### config.mk
export PLATFORM = sky130hd
export DESIGN_NAME = cks_clock_select
export DESIGN_NICKNAME = d
export VERILOG_FILES = /design/src/verilog/cks_pkg.sv /design/src/verilog/cks_clock_select.sv
export SDC_FILE = /design/constraint.sdc
export NUM_CORES = 1
export LEC_CHECK = 0
export BUFFER_PORTS_ARGS = -buffer_cell sky130_fd_sc_hd__buf_2
export CAP_MARGIN = 20
export CELL_PAD_IN_SITES_DETAIL_PLACEMENT = 0
export CELL_PAD_IN_SITES_GLOBAL_PLACEMENT = 1
export CORE_MARGIN = 3
export CORE_UTILIZATION = 40
export DETAILED_ROUTE_END_ITERATION = 7
export GPL_TIMING_DRIVEN = 0
export PLACE_DENSITY = 0.83
export SLEW_MARGIN = 0
export SYNTH_ARGS = -nofsm -noshare
export SYNTH_HDL_FRONTEND = slang
export SYNTH_SLANG_ARGS = --single-unit
### constraint.sdc
create_clock -name clk -period 4.4 [get_ports clk]
set_input_delay 0.44 -clock clk [delete_from_list [all_inputs] [get_ports clk]]
set_output_delay 0.44 -clock clk [all_outputs]
set_load 0.01 [all_outputs]
### src/verilog/cks_pkg.sv
// Package of constants and types for the system clock source selection block.
//----------------------------------------------------------------------------
// Function
// Config field 11, 10, 01 selects external clock high, medium, low power.
// After power-up or any reset, run from the config-selected clock source.
// Config field 00 makes the internal oscillator block the default source.
// Select bits cleared: system clock follows the config field, maybe external.
// Upper select bit set: enable internal oscillator and run from it.
// External mode clocks directly from the input pin with no start-up delay.
// Stopped external clock halts the block, state kept, resumes on restart.
// Internal source active releases the clock input pin for general I/O.
// Clock-out config bit gives output pin either clock output or general I/O.
// High-frequency oscillator feeds divider and mux; frequency select picks rate.
// Enable high-frequency oscillator for HF rate with config 00 or select 1x.
// Switch to high-frequency oscillator only after its start-up has completed.
// Read-only HF ready flag set while the HF oscillator runs.
// Read-only HF stable flag set only once HF oscillator is within 0.5%.
// Frequency select 000x with select 1x enables and uses the 31 kHz oscillator.
// Low-frequency oscillator is the time base of power-up and watchdog timers.
// Read-only LF ready flag set while the LF oscillator runs.
// Clock-out config bit 0 drives clock output on pin; 1 leaves pin as I/O.
// Frequency select resets to 0111 (500 kHz); 000x selects 31 kHz.
// Both select bits clear on every reset.
// Frequency change waits new oscillator start-up, then switches on falling edge.
// Ready and stable flags pass a two-flop synchroniser before software reads.
//----------------------------------------------------------------------------
package cks_pkg;

  //--------------------------------------------------------------------------
  // Timing
  //--------------------------------------------------------------------------
  localparam int unsigned CLK_FREQ_MHZ   = 250;
  localparam int unsigned HF_WARM_NS     = 2000;
  localparam int unsigned HF_SETTLE_NS   = 1000;
  localparam int unsigned LF_WARM_NS     = 2000;
  localparam int unsigned HF_WARM_CYC    = (HF_WARM_NS * CLK_FREQ_MHZ + 999) / 1000;
  localparam int unsigned HF_SETTLE_CYC  = (HF_SETTLE_NS * CLK_FREQ_MHZ + 999) / 1000;
  localparam int unsigned LF_WARM_CYC    = (LF_WARM_NS * CLK_FREQ_MHZ + 999) / 1000;
  localparam int unsigned HF_HALF_DIV    = 8;
  localparam int unsigned LF_HALF_DIV    = 4032;
  localparam int unsigned PS_W           = 9;

  //--------------------------------------------------------------------------
  // Register map and fields
  //--------------------------------------------------------------------------
  localparam logic [11:0] ADDR_CTRL      = 12'h000;
  localparam logic [11:0] ADDR_STAT      = 12'h004;
  localparam logic [11:0] ADDR_CFG       = 12'h008;
  localparam int unsigned FSEL_LSB       = 3;
  localparam int unsigned FSEL_MSB       = 6;
  localparam int unsigned SEL_LSB        = 0;
  localparam int unsigned SEL_MSB        = 1;
  localparam int unsigned STAT_HFR       = 4;
  localparam int unsigned STAT_LFR       = 1;
  localparam int unsigned STAT_HFS       = 0;
  localparam int unsigned CFG_SRC_LSB    = 0;
  localparam int unsigned CFG_SRC_MSB    = 1;
  localparam int unsigned CFG_CLOCK_OUTPUT_PIN_BIT = 2;
  localparam int unsigned CFG_ACT_LSB    = 4;
  localparam int unsigned CFG_ACT_MSB    = 5;
  localparam logic [3:0]  FSEL_RST       = 4'h7;
  localparam logic [1:0]  SEL_RST        = 2'h0;

  //--------------------------------------------------------------------------
  // Encodings
  //--------------------------------------------------------------------------
  localparam logic [1:0]  CFG_INTERNAL   = 2'h0;
  localparam logic [1:0]  CFG_EXT_LOW    = 2'h1;
  localparam logic [1:0]  CFG_EXT_MED    = 2'h2;
  localparam logic [1:0]  CFG_EXT_HIGH   = 2'h3;

  typedef enum logic [1:0] {SRC_NONE, SRC_EXT, SRC_HF, SRC_LF} cks_src_t;

  typedef struct packed {
    logic hf_ready;
    logic lf_ready;
    logic hf_stable;
  } cks_osc_flags_t;

endpackage : cks_pkg

### src/verilog/cks_clock_select.sv
// System clock source selection with internal oscillator models and APB registers.
`timescale 1ns/100ps
module cks_clock_select
  import cks_pkg::*;
#(
  parameter int unsigned HF_DIV   = HF_HALF_DIV,
  parameter int unsigned LF_DIV   = LF_HALF_DIV,
  parameter int unsigned HF_WARM  = HF_WARM_CYC,
  parameter int unsigned HF_SETL  = HF_SETTLE_CYC,
  parameter int unsigned LF_WARM  = LF_WARM_CYC
)(
  input  wire logic        clk,                 // System clock, 250 MHz.
  input  wire logic        rst_n,               // Asynchronous reset, active low.
  input  wire logic        psel,                // APB select.
  input  wire logic        penable,             // APB enable.
  input  wire logic        pwrite,              // APB write.
  input  wire logic [11:0] paddr,               // APB byte address.
  input  wire logic [31:0] pwdata,              // APB write data.
  input  wire logic [1:0]  clock_source_config, // Non-volatile source field.
  input  wire logic        clock_out_enable,    // Non-volatile clock-out bit, 0 = on.
  input  wire logic        clock_input_pin,     // External clock level.
  input  wire logic        timer_base_request,  // Timers need the LF time base.
  output logic [31:0]      prdata,              // APB read data.
  output logic             pready,              // APB ready.
  output logic             pslverr,             // APB error on unmapped address.
  output logic             sys_tick,            // System clock rising-edge enable.
  output logic             clock_output_o,      // Clock output pin level.
  output logic             clock_output_oe,     // Clock output pin enable.
  output logic             clock_input_pin_released,      // Input pin free for general I/O.
  output logic             timer_tick,          // LF time base for timers.
  output logic             hf_osc_ready,        // Synchronised HF ready flag.
  output logic             hf_osc_stable,       // Synchronised HF stable flag.
  output logic             lf_osc_ready         // Synchronised LF ready flag.
);

  //--------------------------------------------------------------------------
  // Parameter checks
  //--------------------------------------------------------------------------
  if (HF_DIV < 2 || LF_DIV < 2 || HF_WARM < 1 || HF_SETL < 1 || LF_WARM < 1)
  begin : g_bad_param
    $error("cks_clock_select: divider or start-up count too small");
  end

  localparam int unsigned HD_W = $clog2(HF_DIV);
  localparam int unsigned LD_W = $clog2(LF_DIV);
  localparam int unsigned WC_W = $clog2(HF_WARM + HF_SETL + LF_WARM + 1);

  typedef enum logic [1:0] {ST_BOOT, ST_RUN, ST_WAIT_READY, ST_WAIT_FALL} cks_state_t;

  //--------------------------------------------------------------------------
  // Decoding functions
  //--------------------------------------------------------------------------
  function automatic logic [3:0] fsel_shift(input logic [3:0] f);
    logic [3:0] k;
    k = 4'h0;
    unique casez (f)
      4'b1111: k = 4'h0;
      4'b1110: k = 4'h1;
      4'b1101: k = 4'h2;
      4'b1100: k = 4'h3;
      4'b1011: k = 4'h4;
      4'b1010: k = 4'h5;
      4'b1001: k = 4'h6;
      4'b1000: k = 4'h7;
      4'b0111: k = 4'h5;
      4'b0110: k = 4'h6;
      4'b0101: k = 4'h7;
      4'b0100: k = 4'h8;
      4'b001?: k = 4'h9;
      4'b000?: k = 4'h0;
    endcase
    return k;
  endfunction : fsel_shift

  function automatic logic fsel_is_lf(input logic [3:0] f);
    return f[3:1] == 3'h0;
  endfunction : fsel_is_lf

  function automatic logic [PS_W-1:0] ps_mask(input logic [3:0] k);
    logic [PS_W:0] one;
    one = {{PS_W{1'b0}}, 1'b1};
    return PS_W'((one << k) - one);
  endfunction : ps_mask

  //--------------------------------------------------------------------------
  // Registers and state
  //--------------------------------------------------------------------------
  logic [3:0]       fsel_reg;
  logic [1:0]       sel_reg;
  logic [1:0]       cfg_src_reg;
  logic             cfg_clock_output_pin_reg;
  cks_state_t       state_reg;
  cks_src_t         cur_src_reg;
  logic [3:0]       cur_k_reg;
  logic             cur_lvl_reg;
  logic             pin_q_reg;
  logic             hf_ready_reg;
  logic             hf_stable_reg;
  logic             lf_ready_reg;
  logic [WC_W-1:0]  hf_cnt_reg;
  logic [WC_W-1:0]  lf_cnt_reg;
  logic [HD_W-1:0]  hf_div_reg;
  logic [LD_W-1:0]  lf_div_reg;
  logic [PS_W-1:0]  ps_cnt_reg;
  cks_osc_flags_t   flags_meta_reg;
  cks_osc_flags_t   flags_sync_reg;

  logic             apb_access;
  logic             apb_commit;
  logic             internal_sel;
  cks_src_t         target_src;
  logic [3:0]       target_k;
  logic             hf_en;
  logic             lf_en;
  logic             hf_tick;
  logic             lf_tick;
  logic             ps_tick;
  logic             src_edge;
  logic             src_rise;
  logic             src_fall;
  logic             target_ready;
  logic             need_switch;

  assign apb_access = psel && penable;
  assign apb_commit = apb_access && pready;

  //--------------------------------------------------------------------------
  // Source and oscillator requests
  //--------------------------------------------------------------------------
  always_comb
  begin
    internal_sel = sel_reg[1] || (cfg_src_reg == CFG_INTERNAL);      // see R3 see R4
    target_k     = fsel_shift(fsel_reg);
    if (!internal_sel)
    begin
      target_src = SRC_EXT;                                          // see R1
    end
    else if (fsel_is_lf(fsel_reg))
    begin
      target_src = SRC_LF;
    end
    else
    begin
      target_src = SRC_HF;
    end
    hf_en = (internal_sel && !fsel_is_lf(fsel_reg)) || (cur_src_reg == SRC_HF);
    lf_en = (internal_sel && fsel_is_lf(fsel_reg)) || (cur_src_reg == SRC_LF)
            || timer_base_request;                                   // see R15
  end

  //--------------------------------------------------------------------------
  // Oscillator start-up, ready and stable
  //--------------------------------------------------------------------------
  always_ff @(posedge clk or negedge rst_n)
  begin
    if (!rst_n)
    begin
      hf_cnt_reg    <= '0;
      hf_ready_reg  <= 1'b0;
      hf_stable_reg <= 1'b0;
    end
    else if (!hf_en)
    begin
      hf_cnt_reg    <= '0;
      hf_ready_reg  <= 1'b0;
      hf_stable_reg <= 1'b0;
    end
    else
    begin
      if (hf_cnt_reg != WC_W'(HF_WARM + HF_SETL))
      begin
        hf_cnt_reg <= hf_cnt_reg + 1'b1;
      end
      if (hf_cnt_reg == WC_W'(HF_WARM - 1))
      begin
        hf_ready_reg <= 1'b1;                                        // see R12
      end
      if (hf_cnt_reg == WC_W'(HF_WARM + HF_SETL - 1))
      begin
        hf_stable_reg <= 1'b1;
      end
    end
  end

  always_ff @(posedge clk or negedge rst_n)
  begin
    if (!rst_n)
    begin
      lf_cnt_reg   <= '0;
      lf_ready_reg <= 1'b0;
    end
    else if (!lf_en)
    begin
      lf_cnt_reg   <= '0;
      lf_ready_reg <= 1'b0;
    end
    else if (lf_cnt_reg == WC_W'(LF_WARM - 1))
    begin
      lf_ready_reg <= 1'b1;
    end
    else
    begin
      lf_cnt_reg <= lf_cnt_reg + 1'b1;
    end
  end

  //--------------------------------------------------------------------------
  // Oscillator half-period dividers and postscaler
  //--------------------------------------------------------------------------
  assign hf_tick = hf_ready_reg && (hf_div_reg == HD_W'(HF_DIV - 1));
  assign lf_tick = lf_ready_reg && (lf_div_reg == LD_W'(LF_DIV - 1));
  assign ps_tick = hf_tick && ((ps_cnt_reg & ps_mask(cur_k_reg)) == ps_mask(cur_k_reg));

  always_ff @(posedge clk or negedge rst_n)
  begin
    if (!rst_n)
    begin
      hf_div_reg <= '0;
      lf_div_reg <= '0;
      ps_cnt_reg <= '0;
    end
    else
    begin
      hf_div_reg <= (!hf_ready_reg || hf_tick) ? '0 : hf_div_reg + 1'b1;
      lf_div_reg <= (!lf_ready_reg || lf_tick) ? '0 : lf_div_reg + 1'b1;
      if (hf_tick)
      begin
        ps_cnt_reg <= ps_cnt_reg + 1'b1;
      end
    end
  end

  //--------------------------------------------------------------------------
  // Current clock edges
  //--------------------------------------------------------------------------
  always_comb
  begin
    unique case (cur_src_reg)
      SRC_EXT:  src_edge = clock_input_pin != pin_q_reg;             // see R6
      SRC_HF:   src_edge = ps_tick;
      SRC_LF:   src_edge = lf_tick;
      SRC_NONE: src_edge = 1'b0;
    endcase
    src_rise = src_edge && !cur_lvl_reg;
    src_fall = src_edge && cur_lvl_reg;
    unique case (target_src)
      SRC_EXT:  target_ready = 1'b1;
      SRC_HF:   target_ready = hf_ready_reg;
      SRC_LF:   target_ready = lf_ready_reg;
      SRC_NONE: target_ready = 1'b0;
    endcase
    need_switch = (target_src != cur_src_reg)
                  || ((target_src == SRC_HF) && (target_k != cur_k_reg));
  end

  //--------------------------------------------------------------------------
  // Clock switch sequencer
  //--------------------------------------------------------------------------
  always_ff @(posedge clk or negedge rst_n)
  begin
    if (!rst_n)
    begin
      state_reg      <= ST_BOOT;
      cur_src_reg    <= SRC_NONE;
      cur_k_reg      <= 4'h0;
      cur_lvl_reg    <= 1'b0;
      cfg_src_reg    <= CFG_INTERNAL;
      cfg_clock_output_pin_reg <= 1'b1;
    end
    else
    begin
      if (src_edge)
      begin
        cur_lvl_reg <= !cur_lvl_reg;
      end
      unique case (state_reg)
        ST_BOOT:
        begin
          cfg_src_reg    <= clock_source_config;
          cfg_clock_output_pin_reg <= clock_out_enable;
          state_reg      <= ST_RUN;
        end
        ST_RUN:
        begin
          if (need_switch)
          begin
            state_reg <= ST_WAIT_READY;
          end
        end
        ST_WAIT_READY:
        begin
          if (!need_switch)
          begin
            state_reg <= ST_RUN;
          end
          else if (target_ready && cur_src_reg == SRC_NONE)
          begin
            cur_src_reg <= target_src;                               // see R6
            cur_k_reg   <= target_k;
            cur_lvl_reg <= (target_src == SRC_EXT) ? clock_input_pin : 1'b0;
            state_reg   <= ST_RUN;
          end
          else if (target_ready)
          begin
            state_reg <= ST_WAIT_FALL;
          end
        end
        ST_WAIT_FALL:
        begin
          if (!need_switch)
          begin
            state_reg <= ST_RUN;
          end
          else if (!target_ready)
          begin
            state_reg <= ST_WAIT_READY;
          end
          else if (src_fall)
          begin
            cur_src_reg <= target_src;
            cur_k_reg   <= target_k;
            cur_lvl_reg <= (target_src == SRC_EXT) ? clock_input_pin : 1'b0;
            state_reg   <= ST_RUN;
          end
        end
      endcase
    end
  end

  //--------------------------------------------------------------------------
  // Clock outputs and pin ownership
  //--------------------------------------------------------------------------
  always_ff @(posedge clk or negedge rst_n)
  begin
    if (!rst_n)
    begin
      pin_q_reg       <= 1'b0;
      sys_tick        <= 1'b0;
      timer_tick      <= 1'b0;
      clock_output_o  <= 1'b0;
      clock_output_oe <= 1'b0;
      clock_input_pin_released  <= 1'b0;
    end
    else
    begin
      pin_q_reg       <= clock_input_pin;
      sys_tick        <= src_rise;
      timer_tick      <= lf_tick;
      clock_output_o  <= cur_lvl_reg;
      clock_output_oe <= (state_reg != ST_BOOT) && !cfg_clock_output_pin_reg;  // see R9
      clock_input_pin_released  <= (cur_src_reg == SRC_HF) || (cur_src_reg == SRC_LF);
    end
  end

  //--------------------------------------------------------------------------
  // Flag synchroniser
  //--------------------------------------------------------------------------
  always_ff @(posedge clk or negedge rst_n)
  begin
    if (!rst_n)
    begin
      flags_meta_reg <= '0;
      flags_sync_reg <= '0;
    end
    else
    begin
      flags_meta_reg <= '{hf_ready: hf_ready_reg, lf_ready: lf_ready_reg,
                          hf_stable: hf_stable_reg};
      flags_sync_reg <= flags_meta_reg;
    end
  end

  assign hf_osc_ready  = flags_sync_reg.hf_ready;
  assign hf_osc_stable = flags_sync_reg.hf_stable;
  assign lf_osc_ready  = flags_sync_reg.lf_ready;

  //--------------------------------------------------------------------------
  // APB slave, one wait state
  //--------------------------------------------------------------------------
  always_ff @(posedge clk or negedge rst_n)
  begin
    if (!rst_n)
    begin
      fsel_reg <= FSEL_RST;
      sel_reg  <= SEL_RST;
    end
    else if (apb_commit && pwrite && paddr == ADDR_CTRL)
    begin
      fsel_reg <= pwdata[FSEL_MSB:FSEL_LSB];
      sel_reg  <= pwdata[SEL_MSB:SEL_LSB];
    end
  end

  always_ff @(posedge clk or negedge rst_n)
  begin
    if (!rst_n)
    begin
      pready  <= 1'b0;
      pslverr <= 1'b0;
      prdata  <= '0;
    end
    else
    begin
      pready  <= apb_access && !pready;
      pslverr <= apb_access && !pready
                 && !(paddr == ADDR_CTRL || paddr == ADDR_STAT || paddr == ADDR_CFG);
      prdata  <= '0;
      if (apb_access && !pready && !pwrite)
      begin
        unique case (paddr)
          ADDR_CTRL:
          begin
            prdata[FSEL_MSB:FSEL_LSB] <= fsel_reg;
            prdata[SEL_MSB:SEL_LSB]   <= sel_reg;
          end
          ADDR_STAT:
          begin
            prdata[STAT_HFR] <= flags_sync_reg.hf_ready;             // see R13
            prdata[STAT_LFR] <= flags_sync_reg.lf_ready;
            prdata[STAT_HFS] <= flags_sync_reg.hf_stable;
          end
          ADDR_CFG:
          begin
            prdata[CFG_SRC_MSB:CFG_SRC_LSB] <= cfg_src_reg;
            prdata[CFG_CLOCK_OUTPUT_PIN_BIT]          <= cfg_clock_output_pin_reg;
            prdata[CFG_ACT_MSB:CFG_ACT_LSB] <= cur_src_reg;
          end
          default:
          begin
            prdata <= '0;
          end
        endcase
      end
    end
  end

  //--------------------------------------------------------------------------
  // Assertions
  //--------------------------------------------------------------------------
  a_sel_reset_clear: assert property (@(posedge clk) disable iff (!rst_n)
    (state_reg == ST_BOOT) |-> (sel_reg == SEL_RST && fsel_reg == FSEL_RST))
    else $error("select bits not cleared after reset");

  a_ext_no_delay: assert property (@(posedge clk) disable iff (!rst_n)
    (state_reg == ST_BOOT && clock_source_config != CFG_INTERNAL) |-> ##3 (cur_src_reg == SRC_EXT))
    else $error("external clock not taken three cycles after boot");

  a_boot_internal: assert property (@(posedge clk) disable iff (!rst_n)
    (state_reg == ST_BOOT && clock_source_config == CFG_INTERNAL) |=> ##1 hf_en)
    else $error("internal oscillator not requested after boot");

  a_hf_warm_wait: assert property (@(posedge clk) disable iff (!rst_n)
    $rose(hf_ready_reg) |-> $past(hf_cnt_reg) == WC_W'(HF_WARM - 1))
    else $error("HF ready not after warm-up count");

  a_hf_on_source: assert property (@(posedge clk) disable iff (!rst_n)
    (cur_src_reg == SRC_HF) |-> hf_ready_reg)
    else $error("running from HF oscillator that is not ready");

  a_stable_needs_ready: assert property (@(posedge clk) disable iff (!rst_n)
    hf_stable_reg |-> (hf_ready_reg && $past(hf_ready_reg)))
    else $error("HF stable without HF ready");

  a_lf_ready_en: assert property (@(posedge clk) disable iff (!rst_n)
    !lf_en |=> !lf_ready_reg)
    else $error("LF ready while LF oscillator disabled");

  a_switch_on_fall: assert property (@(posedge clk) disable iff (!rst_n)
    (cur_src_reg != $past(cur_src_reg) && $past(cur_src_reg) != SRC_NONE) |-> $past(src_fall))
    else $error("clock switch not on a falling edge");

  a_ext_static_hold: assert property (@(posedge clk) disable iff (!rst_n)
    (cur_src_reg == SRC_EXT && clock_input_pin == pin_q_reg) |=> !sys_tick)
    else $error("system tick without external clock edge");

  a_pin_release: assert property (@(posedge clk) disable iff (!rst_n)
    (cur_src_reg == SRC_LF) |=> clock_input_pin_released)
    else $error("input pin not released on internal source");

  a_status_sync: assert property (@(posedge clk) disable iff (!rst_n)
    $rose(hf_ready_reg) |-> ##2 hf_osc_ready)
    else $error("HF ready flag not visible two cycles later");

endmodule : cks_clock_select

# ---- Word-level counts from Yosys, hierarchy flattened
# Cells that the tools add are included.
dict set report classes {
  add_sub_neg 6
  n_reduce_logical 49
  n_bitwise 1
  n_mux 52
  shifts 1
  n_eq_ne 47
}
# op count
set ops {}
lappend ops {{11-bit 2-to-1 mux} 4}
lappend ops {{4-bit case mux with 10 select lines} 1}
lappend ops {{4-bit == test, second input constant} 8}
lappend ops {{2-bit 2-to-1 mux} 13}
lappend ops {{11-bit by 1-bit adder with 11-bit output, second input constant} 2}
lappend ops {{11-bit by 9-bit == test with 1-bit output, second input constant} 2}
lappend ops {{4-bit 2-to-1 mux} 5}
lappend ops {{1-bit logical AND} 17}
lappend ops {{1-bit 2-to-1 mux} 17}
lappend ops {{4-bit by 3-bit == test with 1-bit output, second input constant} 4}
lappend ops {{2-bit inequality test, second input constant} 7}
lappend ops {{12-bit by 1-bit adder with 12-bit output, second input constant} 1}
lappend ops {{12-bit == test, second input constant} 1}
lappend ops {{12-bit by 3-bit == test with 1-bit output, second input constant} 1}
lappend ops {{12-bit by 4-bit == test with 1-bit output, second input constant} 1}
lappend ops {{2-bit == test, second input constant} 6}
lappend ops {{12-bit logical NOT} 1}
lappend ops {{12-bit 2-to-1 mux} 1}
lappend ops {{11-bit by 10-bit == test with 1-bit output, second input constant} 1}
lappend ops {{11-bit by 10-bit inequality test with 1-bit output, second input constant} 1}
lappend ops {{1-bit logical OR} 10}
lappend ops {{9-bit by 1-bit adder with 9-bit output, second input constant} 1}
lappend ops {{9-bit bitwise AND} 1}
lappend ops {{9-bit == test} 1}
lappend ops {{27 further kinds} 49}
dict set report word_totals {
  ff_bits 113
  word_cells 187
}

# ---- Longest topological paths before layout
dict set report depth {
  ltp_word 11
  mapped_depth 18
  ltp_nobuf 16
}

# ---- Worst setup path before layout
# No wires, ideal clock.
dict set report synth_path {
  path_kind {reg-to-reg}
  startpoint {register cur_k_reg[0]}
  endpoint {register cur_k_reg[2]}
  slack_ns 0.968
  period_less_slack_ns 3.432
  path_buffers 3
  stages_incl_launch_ff 19
  arrival_time_ns 3.307
  setup_ns 0.125
  required_ns 4.275
  path_cell_list {dfrtp_1 -> buf_6 -> clkbuf_1 -> nand2b_1 -> ha_1 -> clkbuf_1 -> nor4_1 -> a21oi_1 -> a2bb2oi_1 -> o22ai_1 -> nor4_1 -> o32a_1 -> ha_1 -> and2_1 -> o21ai_0 -> and2b_1 -> o31ai_1 -> a21oi_4 -> mux2_4}
}
dict set report synth_via {
  elab_chain_cells 9
}
# element line
set synth_lines {}
lappend synth_lines {{from (decl)} cks_clock_select.sv:94} ;# logic [3:0] cur_k_reg;
lappend synth_lines {{from (signal assigned)} cks_clock_select.sv:299} ;# cur_k_reg <= target_k;
lappend synth_lines {{from (signal assigned)} cks_clock_select.sv:321} ;# cur_k_reg <= target_k;
lappend synth_lines {{1-bit by 4-bit left shift with 9-bit output} cks_clock_select.sv:82} ;# return PS_W'((one << k) - one);
lappend synth_lines {{9-bit by 1-bit subtractor with 9-bit output} cks_clock_select.sv:82}
lappend synth_lines {{9-bit bitwise AND} cks_clock_select.sv:212} ;# assign ps_tick = hf_tick && ((ps_cnt_reg & ps_mask(cur_k_reg)) == ps_mask(cur_k_reg));
lappend synth_lines {{9-bit == test} cks_clock_select.sv:212}
lappend synth_lines {{1-bit logical AND} cks_clock_select.sv:212}
lappend synth_lines {{1-bit case mux with 4 select lines} cks_clock_select.sv:238} ;# unique case (cur_src_reg)
lappend synth_lines {{1-bit logical AND} cks_clock_select.sv:245} ;# src_fall = src_edge && cur_lvl_reg;
lappend synth_lines {{2-bit inequality test (no line)} --}
lappend synth_lines {{6-bit AND reduction (no line) (*)} --}
# Every way passes the cells marked *; elsewhere a longest branch is shown, timed or not.
# A chain may end at the register's enable or synchronous reset.

# ---- Worst setup path in the final report
# Same ends and word-level chain as after synthesis.

==> Implementation_results.wiki <==
{| class="wikitable"
! Metric !! Value
|-
| Setup CP Type || flop to flop
|-
| Basic-gate share of the synthesized area counting and, or, nand and nor cells || approximately a fifth
|-
| Synth Instances || roughly 450
|-
| VDD IR-drop max || 0.1972 mV
|-
| Max-slew violation count || 0
|-
| Most common library cells after synthesis || sky130_fd_sc_hd__dfrtp_1, sky130_fd_sc_hd__nor2_1, sky130_fd_sc_hd__buf_4
|-
| Register clock-pin slew on the reported worst setup and hold paths || roughly 70 ps
|-
| Cell variety after synth || 54
|-
| Mux contribution to synthesized area || between 4 and 5%
|-
| Dominant cell type by area after synthesis || sky130_fd_sc_hd__dfrtp_1
|-
| CTS Hold Buffers Added || 1
|-
| Setup slack after layout || 407.4 ps
|-
| Filler cells || slightly above 1,000
|-
| Crit path DAT || between 4000 and 5000 ps
|-
| Wire length of the first global-routing pass || 15,010 µm
|-
| Area of the mapped netlist || roughly 4500 µm²
|-
| Half-perimeter wire length after detailed placement || 6551 µm
|-
| Final period util || between 90 and 100%
|-
| Die height || between 100 and 150 µm
|-
| Antenna violations before repair || 0
|-
| Wire length reported by the detailed router || a little under 9000 µm
|-
| Sequential share of the synthesized area || about half
|-
| Final critical delay including setup and external delays || 3993 ps
|-
| Remaining global-route overflow || 0
|-
| Worst reg2reg path endpoint || cur_k_reg[2]$_DFFE_PN0P_
|-
| Top cell type's share of synthesized area || between 40% and 50%
|-
| Number of global-route vias before repair || 3,200
|-
| Startpoint type of the worst setup path || flop
|-
| Overall via count from detail_route || approximately 3,300
|-
| Relative contribution of the clock network to total power || a little under half
|-
| DR vias/cell || roughly 4.9
|-
| Core region area || 10,940 µm²
|-
| Count of input and output buffers || between 40 and 50
|-
| Clock root buffer || sky130_fd_sc_hd__clkbuf_16
|-
| Growth of design area from synthesis to finish || 18.54%
|-
| Last weighted congestion value of the routability-driven placer || 0.7790
|-
| Number of antenna-violating nets in the routed design || 0
|-
| Setup repair after global routing missed its margin || false
|-
| Cell row count || 38
|-
| Crit end category || flop
|-
| Cells on worst reg2reg path || 18
|-
| Adder-cell share of the synthesized area || slightly above 3%
|-
| Int Pwr || ~1300 µW
|-
| Hold wc startpoint || clock_input_pin
|-
| Ant. Diodes || 0
|-
| Maximum capacitance violations || 0
|-
| Power per standard cell area || roughly 310 nW/µm²
|-
| TritonCTS clock tree || yes
|-
| Power share of the combinational group || 4.4%
|-
| Setup slack at placement || 415.9 ps
|-
| Average wire per cell in the routed design || around 13 µm
|-
| Worst clock skew || ~8.8 ps
|-
| Share of power burned in registers || roughly half
|-
| Async set-reset flop share out of synthesis || 100.0%
|-
| # Post-CTS Setup Buffers || 0
|-
| Placed Cells || around 660
|-
| Maximum fanout along the worst path || 10
|-
| Fraction of synthesized cell area in xor and xnor cells || around 7.6%
|-
| Die extent in x || 112.1 µm
|-
| Origin of the critical flop-to-flop path || cur_k_reg[0]$_DFFE_PN0P_
|-
| Starting density of the core || 41.17%
|-
| Transition time of the tightest slew-check pin || about 650 ps
|-
| Type of the most critical hold path || primary input to flop
|-
| Setup total negative slack || 0 ps
|-
| # H-tree levels || 3
|-
| CP startpoint || cur_k_reg[0]$_DFFE_PN0P_
|-
| Switching part of the total || a little over a fifth
|-
| Post-synthesis compound-gate area fraction || just over 8%
|-
| Number of design-rule violations left by the first detailed-router iteration || approximately 130
|-
| Hold path cells || 1
|-
| Flip-flop count of the largest register after layout || 12
|-
| Switching power total || between 300 and 400 µW
|-
| Number of warnings printed during yosys synthesis || 0
|-
| Relative slew slack || between 50 and 60%
|-
| Most area-consuming cells after synthesis || sky130_fd_sc_hd__dfrtp_1, sky130_fd_sc_hd__nor2_1, sky130_fd_sc_hd__buf_4
|-
| I/O pins || between 90 and 100
|-
| Synthesized area per cell || roughly 10 µm²
|-
| Leakage || around 0.0025 µW
|-
| DRC violations left || 0
|-
| Number of buffers created by CTS || 9
|-
| Hold path endpoint || pin_q_reg$_DFF_PN0_
|-
| Net total in the final layout || 594
|-
| Number of resized instances in the post-cts repair step || 0
|-
| F_max || ~250 MHz
|-
| Clock buffer depth || 2
|-
| Post-layout utilization of the core || between 40% and 50%
|-
| Insertion delay of the later-clocked pin in the worst-skew pair || between 300 and 400 ps
|-
| Most frequent cell after synthesis || sky130_fd_sc_hd__dfrtp_1
|-
| Number of failing setup endpoints in the final timing report || 0
|-
| Non-filler cells, final || 674
|-
| Required time of the critical path || roughly 4600 ps
|-
| Layout cells sized above 1 || a little over a fifth
|-
| Maximum number of pins on one net before global-route repair || 71
|-
| First-pass iteration count of the detailed router || 4
|-
| Overall power of the completed layout || between 1500 and 2000 µW
|-
| Total of flip-flops plus latches after synthesis || slightly below 90
|-
| Result of the run || finished clean
|-
| Predominant post-synthesis flop cell || sky130_fd_sc_hd__dfrtp_1
|-
| Area of the die || about 13,000 µm²
|-
| CTS sink count || between 80 and 90
|-
| Number of enable flip-flop cells after synthesis || 0
|-
| Hold violation count in the final report || 0
|-
| Worst-case register-to-register setup slack || 410 ps
|-
| Total routing usage reported by global routing || roughly 14%
|-
| Dominant combinational cell family by area after synthesis || simple AND/OR/NAND/NOR gates
|}
## per-stage QoR
| step | hold WS, ps | cell area (µm²) |
|---|---|---|
| 5_1_grt | 266.8 | 5336 |
| 2_1_floorplan | 144.4 | 4592 |
| 3_3_place_gp | 332.1 | 4982 |
| 6_report | 271.2 | 5336 |
| 3_5_place_dp | 334.7 | 5012 |
| 4_1_cts | 271.4 | 5336 |
## layout by cell type, fill, tap and decap left out, types with 3 or more instances in the layout
cell,count
sky130_fd_sc_hd__buf_4,26
sky130_fd_sc_hd__clkbuf_16,9
sky130_fd_sc_hd__o22ai_1,3
sky130_fd_sc_hd__and3_1,9
sky130_fd_sc_hd__nor3_1,9
sky130_fd_sc_hd__dfrtp_1,84
sky130_fd_sc_hd__nor2b_1,3
sky130_fd_sc_hd__ha_1,11
sky130_fd_sc_hd__a21oi_1,19
sky130_fd_sc_hd__conb_1,25
sky130_fd_sc_hd__and2_1,4
sky130_fd_sc_hd__dfstp_2,4
sky130_fd_sc_hd__and3b_1,4
sky130_fd_sc_hd__nor3b_1,3
sky130_fd_sc_hd__xnor2_1,18
sky130_fd_sc_hd__nand2b_1,8
sky130_fd_sc_hd__or3_1,4
sky130_fd_sc_hd__nor2_1,65
sky130_fd_sc_hd__nand2_1,24
sky130_fd_sc_hd__nand3_1,21
sky130_fd_sc_hd__nand4_1,5
sky130_fd_sc_hd__xor2_1,21
sky130_fd_sc_hd__mux2i_1,7
sky130_fd_sc_hd__nor4_1,12
sky130_fd_sc_hd__inv_1,12
sky130_fd_sc_hd__o21ai_0,17
sky130_fd_sc_hd__clkbuf_1,12
sky130_fd_sc_hd__mux2_2,7
sky130_fd_sc_hd__buf_2,45
## per-layer routing
| layer | up-vias | GRT usage, % | routed length (µm) | share of wire, % |
|---|---|---|---|---|
| met2 | 87 | 23.92 | 4185 | 48 |
| met1 | 1563 | 18.76 | 3921 | 45 |
| li1 | 1644 | - | - | - |
| met3 | 7 | 2.965 | 469 | 5.4 |
| met4 | 0 | 4.728 | 106 | 1.2 |
| met5 | - | 0 | 0 | 0 |
## cell families after synthesis
kind of cell	Yosys count
other	1
DFF	88
buffers and inverters	55
xor gates and xnor gates	39
adders and majority gates	11
and+or+nand+nor	180
AOI/OAI and AO/OA	57
muxes	18
## worst max-delay path, cell delays in order (launching register included)
cell	delay, ps
sky130_fd_sc_hd__dfrtp_1	340
sky130_fd_sc_hd__buf_6	120
sky130_fd_sc_hd__clkbuf_1	330
sky130_fd_sc_hd__nand2b_1	190
sky130_fd_sc_hd__ha_1	140
sky130_fd_sc_hd__clkbuf_1	310
sky130_fd_sc_hd__nor4_1	80
sky130_fd_sc_hd__a21oi_1	140
sky130_fd_sc_hd__a2bb2oi_1	190
sky130_fd_sc_hd__o22ai_1	100
sky130_fd_sc_hd__nor4_1	350
sky130_fd_sc_hd__o32a_1	220
sky130_fd_sc_hd__ha_1	140
sky130_fd_sc_hd__and2_1	130
sky130_fd_sc_hd__o21ai_0	110
sky130_fd_sc_hd__and2b_1	270
sky130_fd_sc_hd__o31ai_1	120
sky130_fd_sc_hd__a21oi_4	270
sky130_fd_sc_hd__mux2_4	330
## worst max path at each step
stage                                     endpoint  slack, ps  depth (start not counted)
after detailed placement  cur_k_reg[0]$_DFFE_PN0P_        420                         18
after global placement    cur_k_reg[2]$_DFFE_PN0P_        470                         18
after floorplan           cur_k_reg[2]$_DFFE_PN0P_        970                         18
after CTS                 cur_k_reg[0]$_DFFE_PN0P_        410                         18
final                     cur_k_reg[2]$_DFFE_PN0P_        410                         18
after global routing      cur_k_reg[2]$_DFFE_PN0P_         60                         18
## layout make-up
class	instances	area, µm²	share of cell area, %
sequential	88	2207	41.36
multi-input combinational	330	2066	38.71
buffer	42	270.3	5.064
timing repair buffer	45	255.2	4.783
clock buffer	10	239.0	4.478
tap	140	175.2	3.283
clock inverter	6	75.07	1.407
inverter	13	48.80	0.9144
## power by group through the flow
| stage | Combinational, µW | Sequential, µW | Clock [µW] |
|---|---|---|---|
| finish | 73.6 | 816 | 786 |
| global route | 83.4 | 816 | 845 |
| CTS | 74.5 | 816 | 805 |
| detailed placement | 73.8 | 832 | 0 |
| global placement | 68.7 | 831 | 0 |
| floorplan | 37.7 | 831 | 0 |
(Power assumes the default switching activity.)
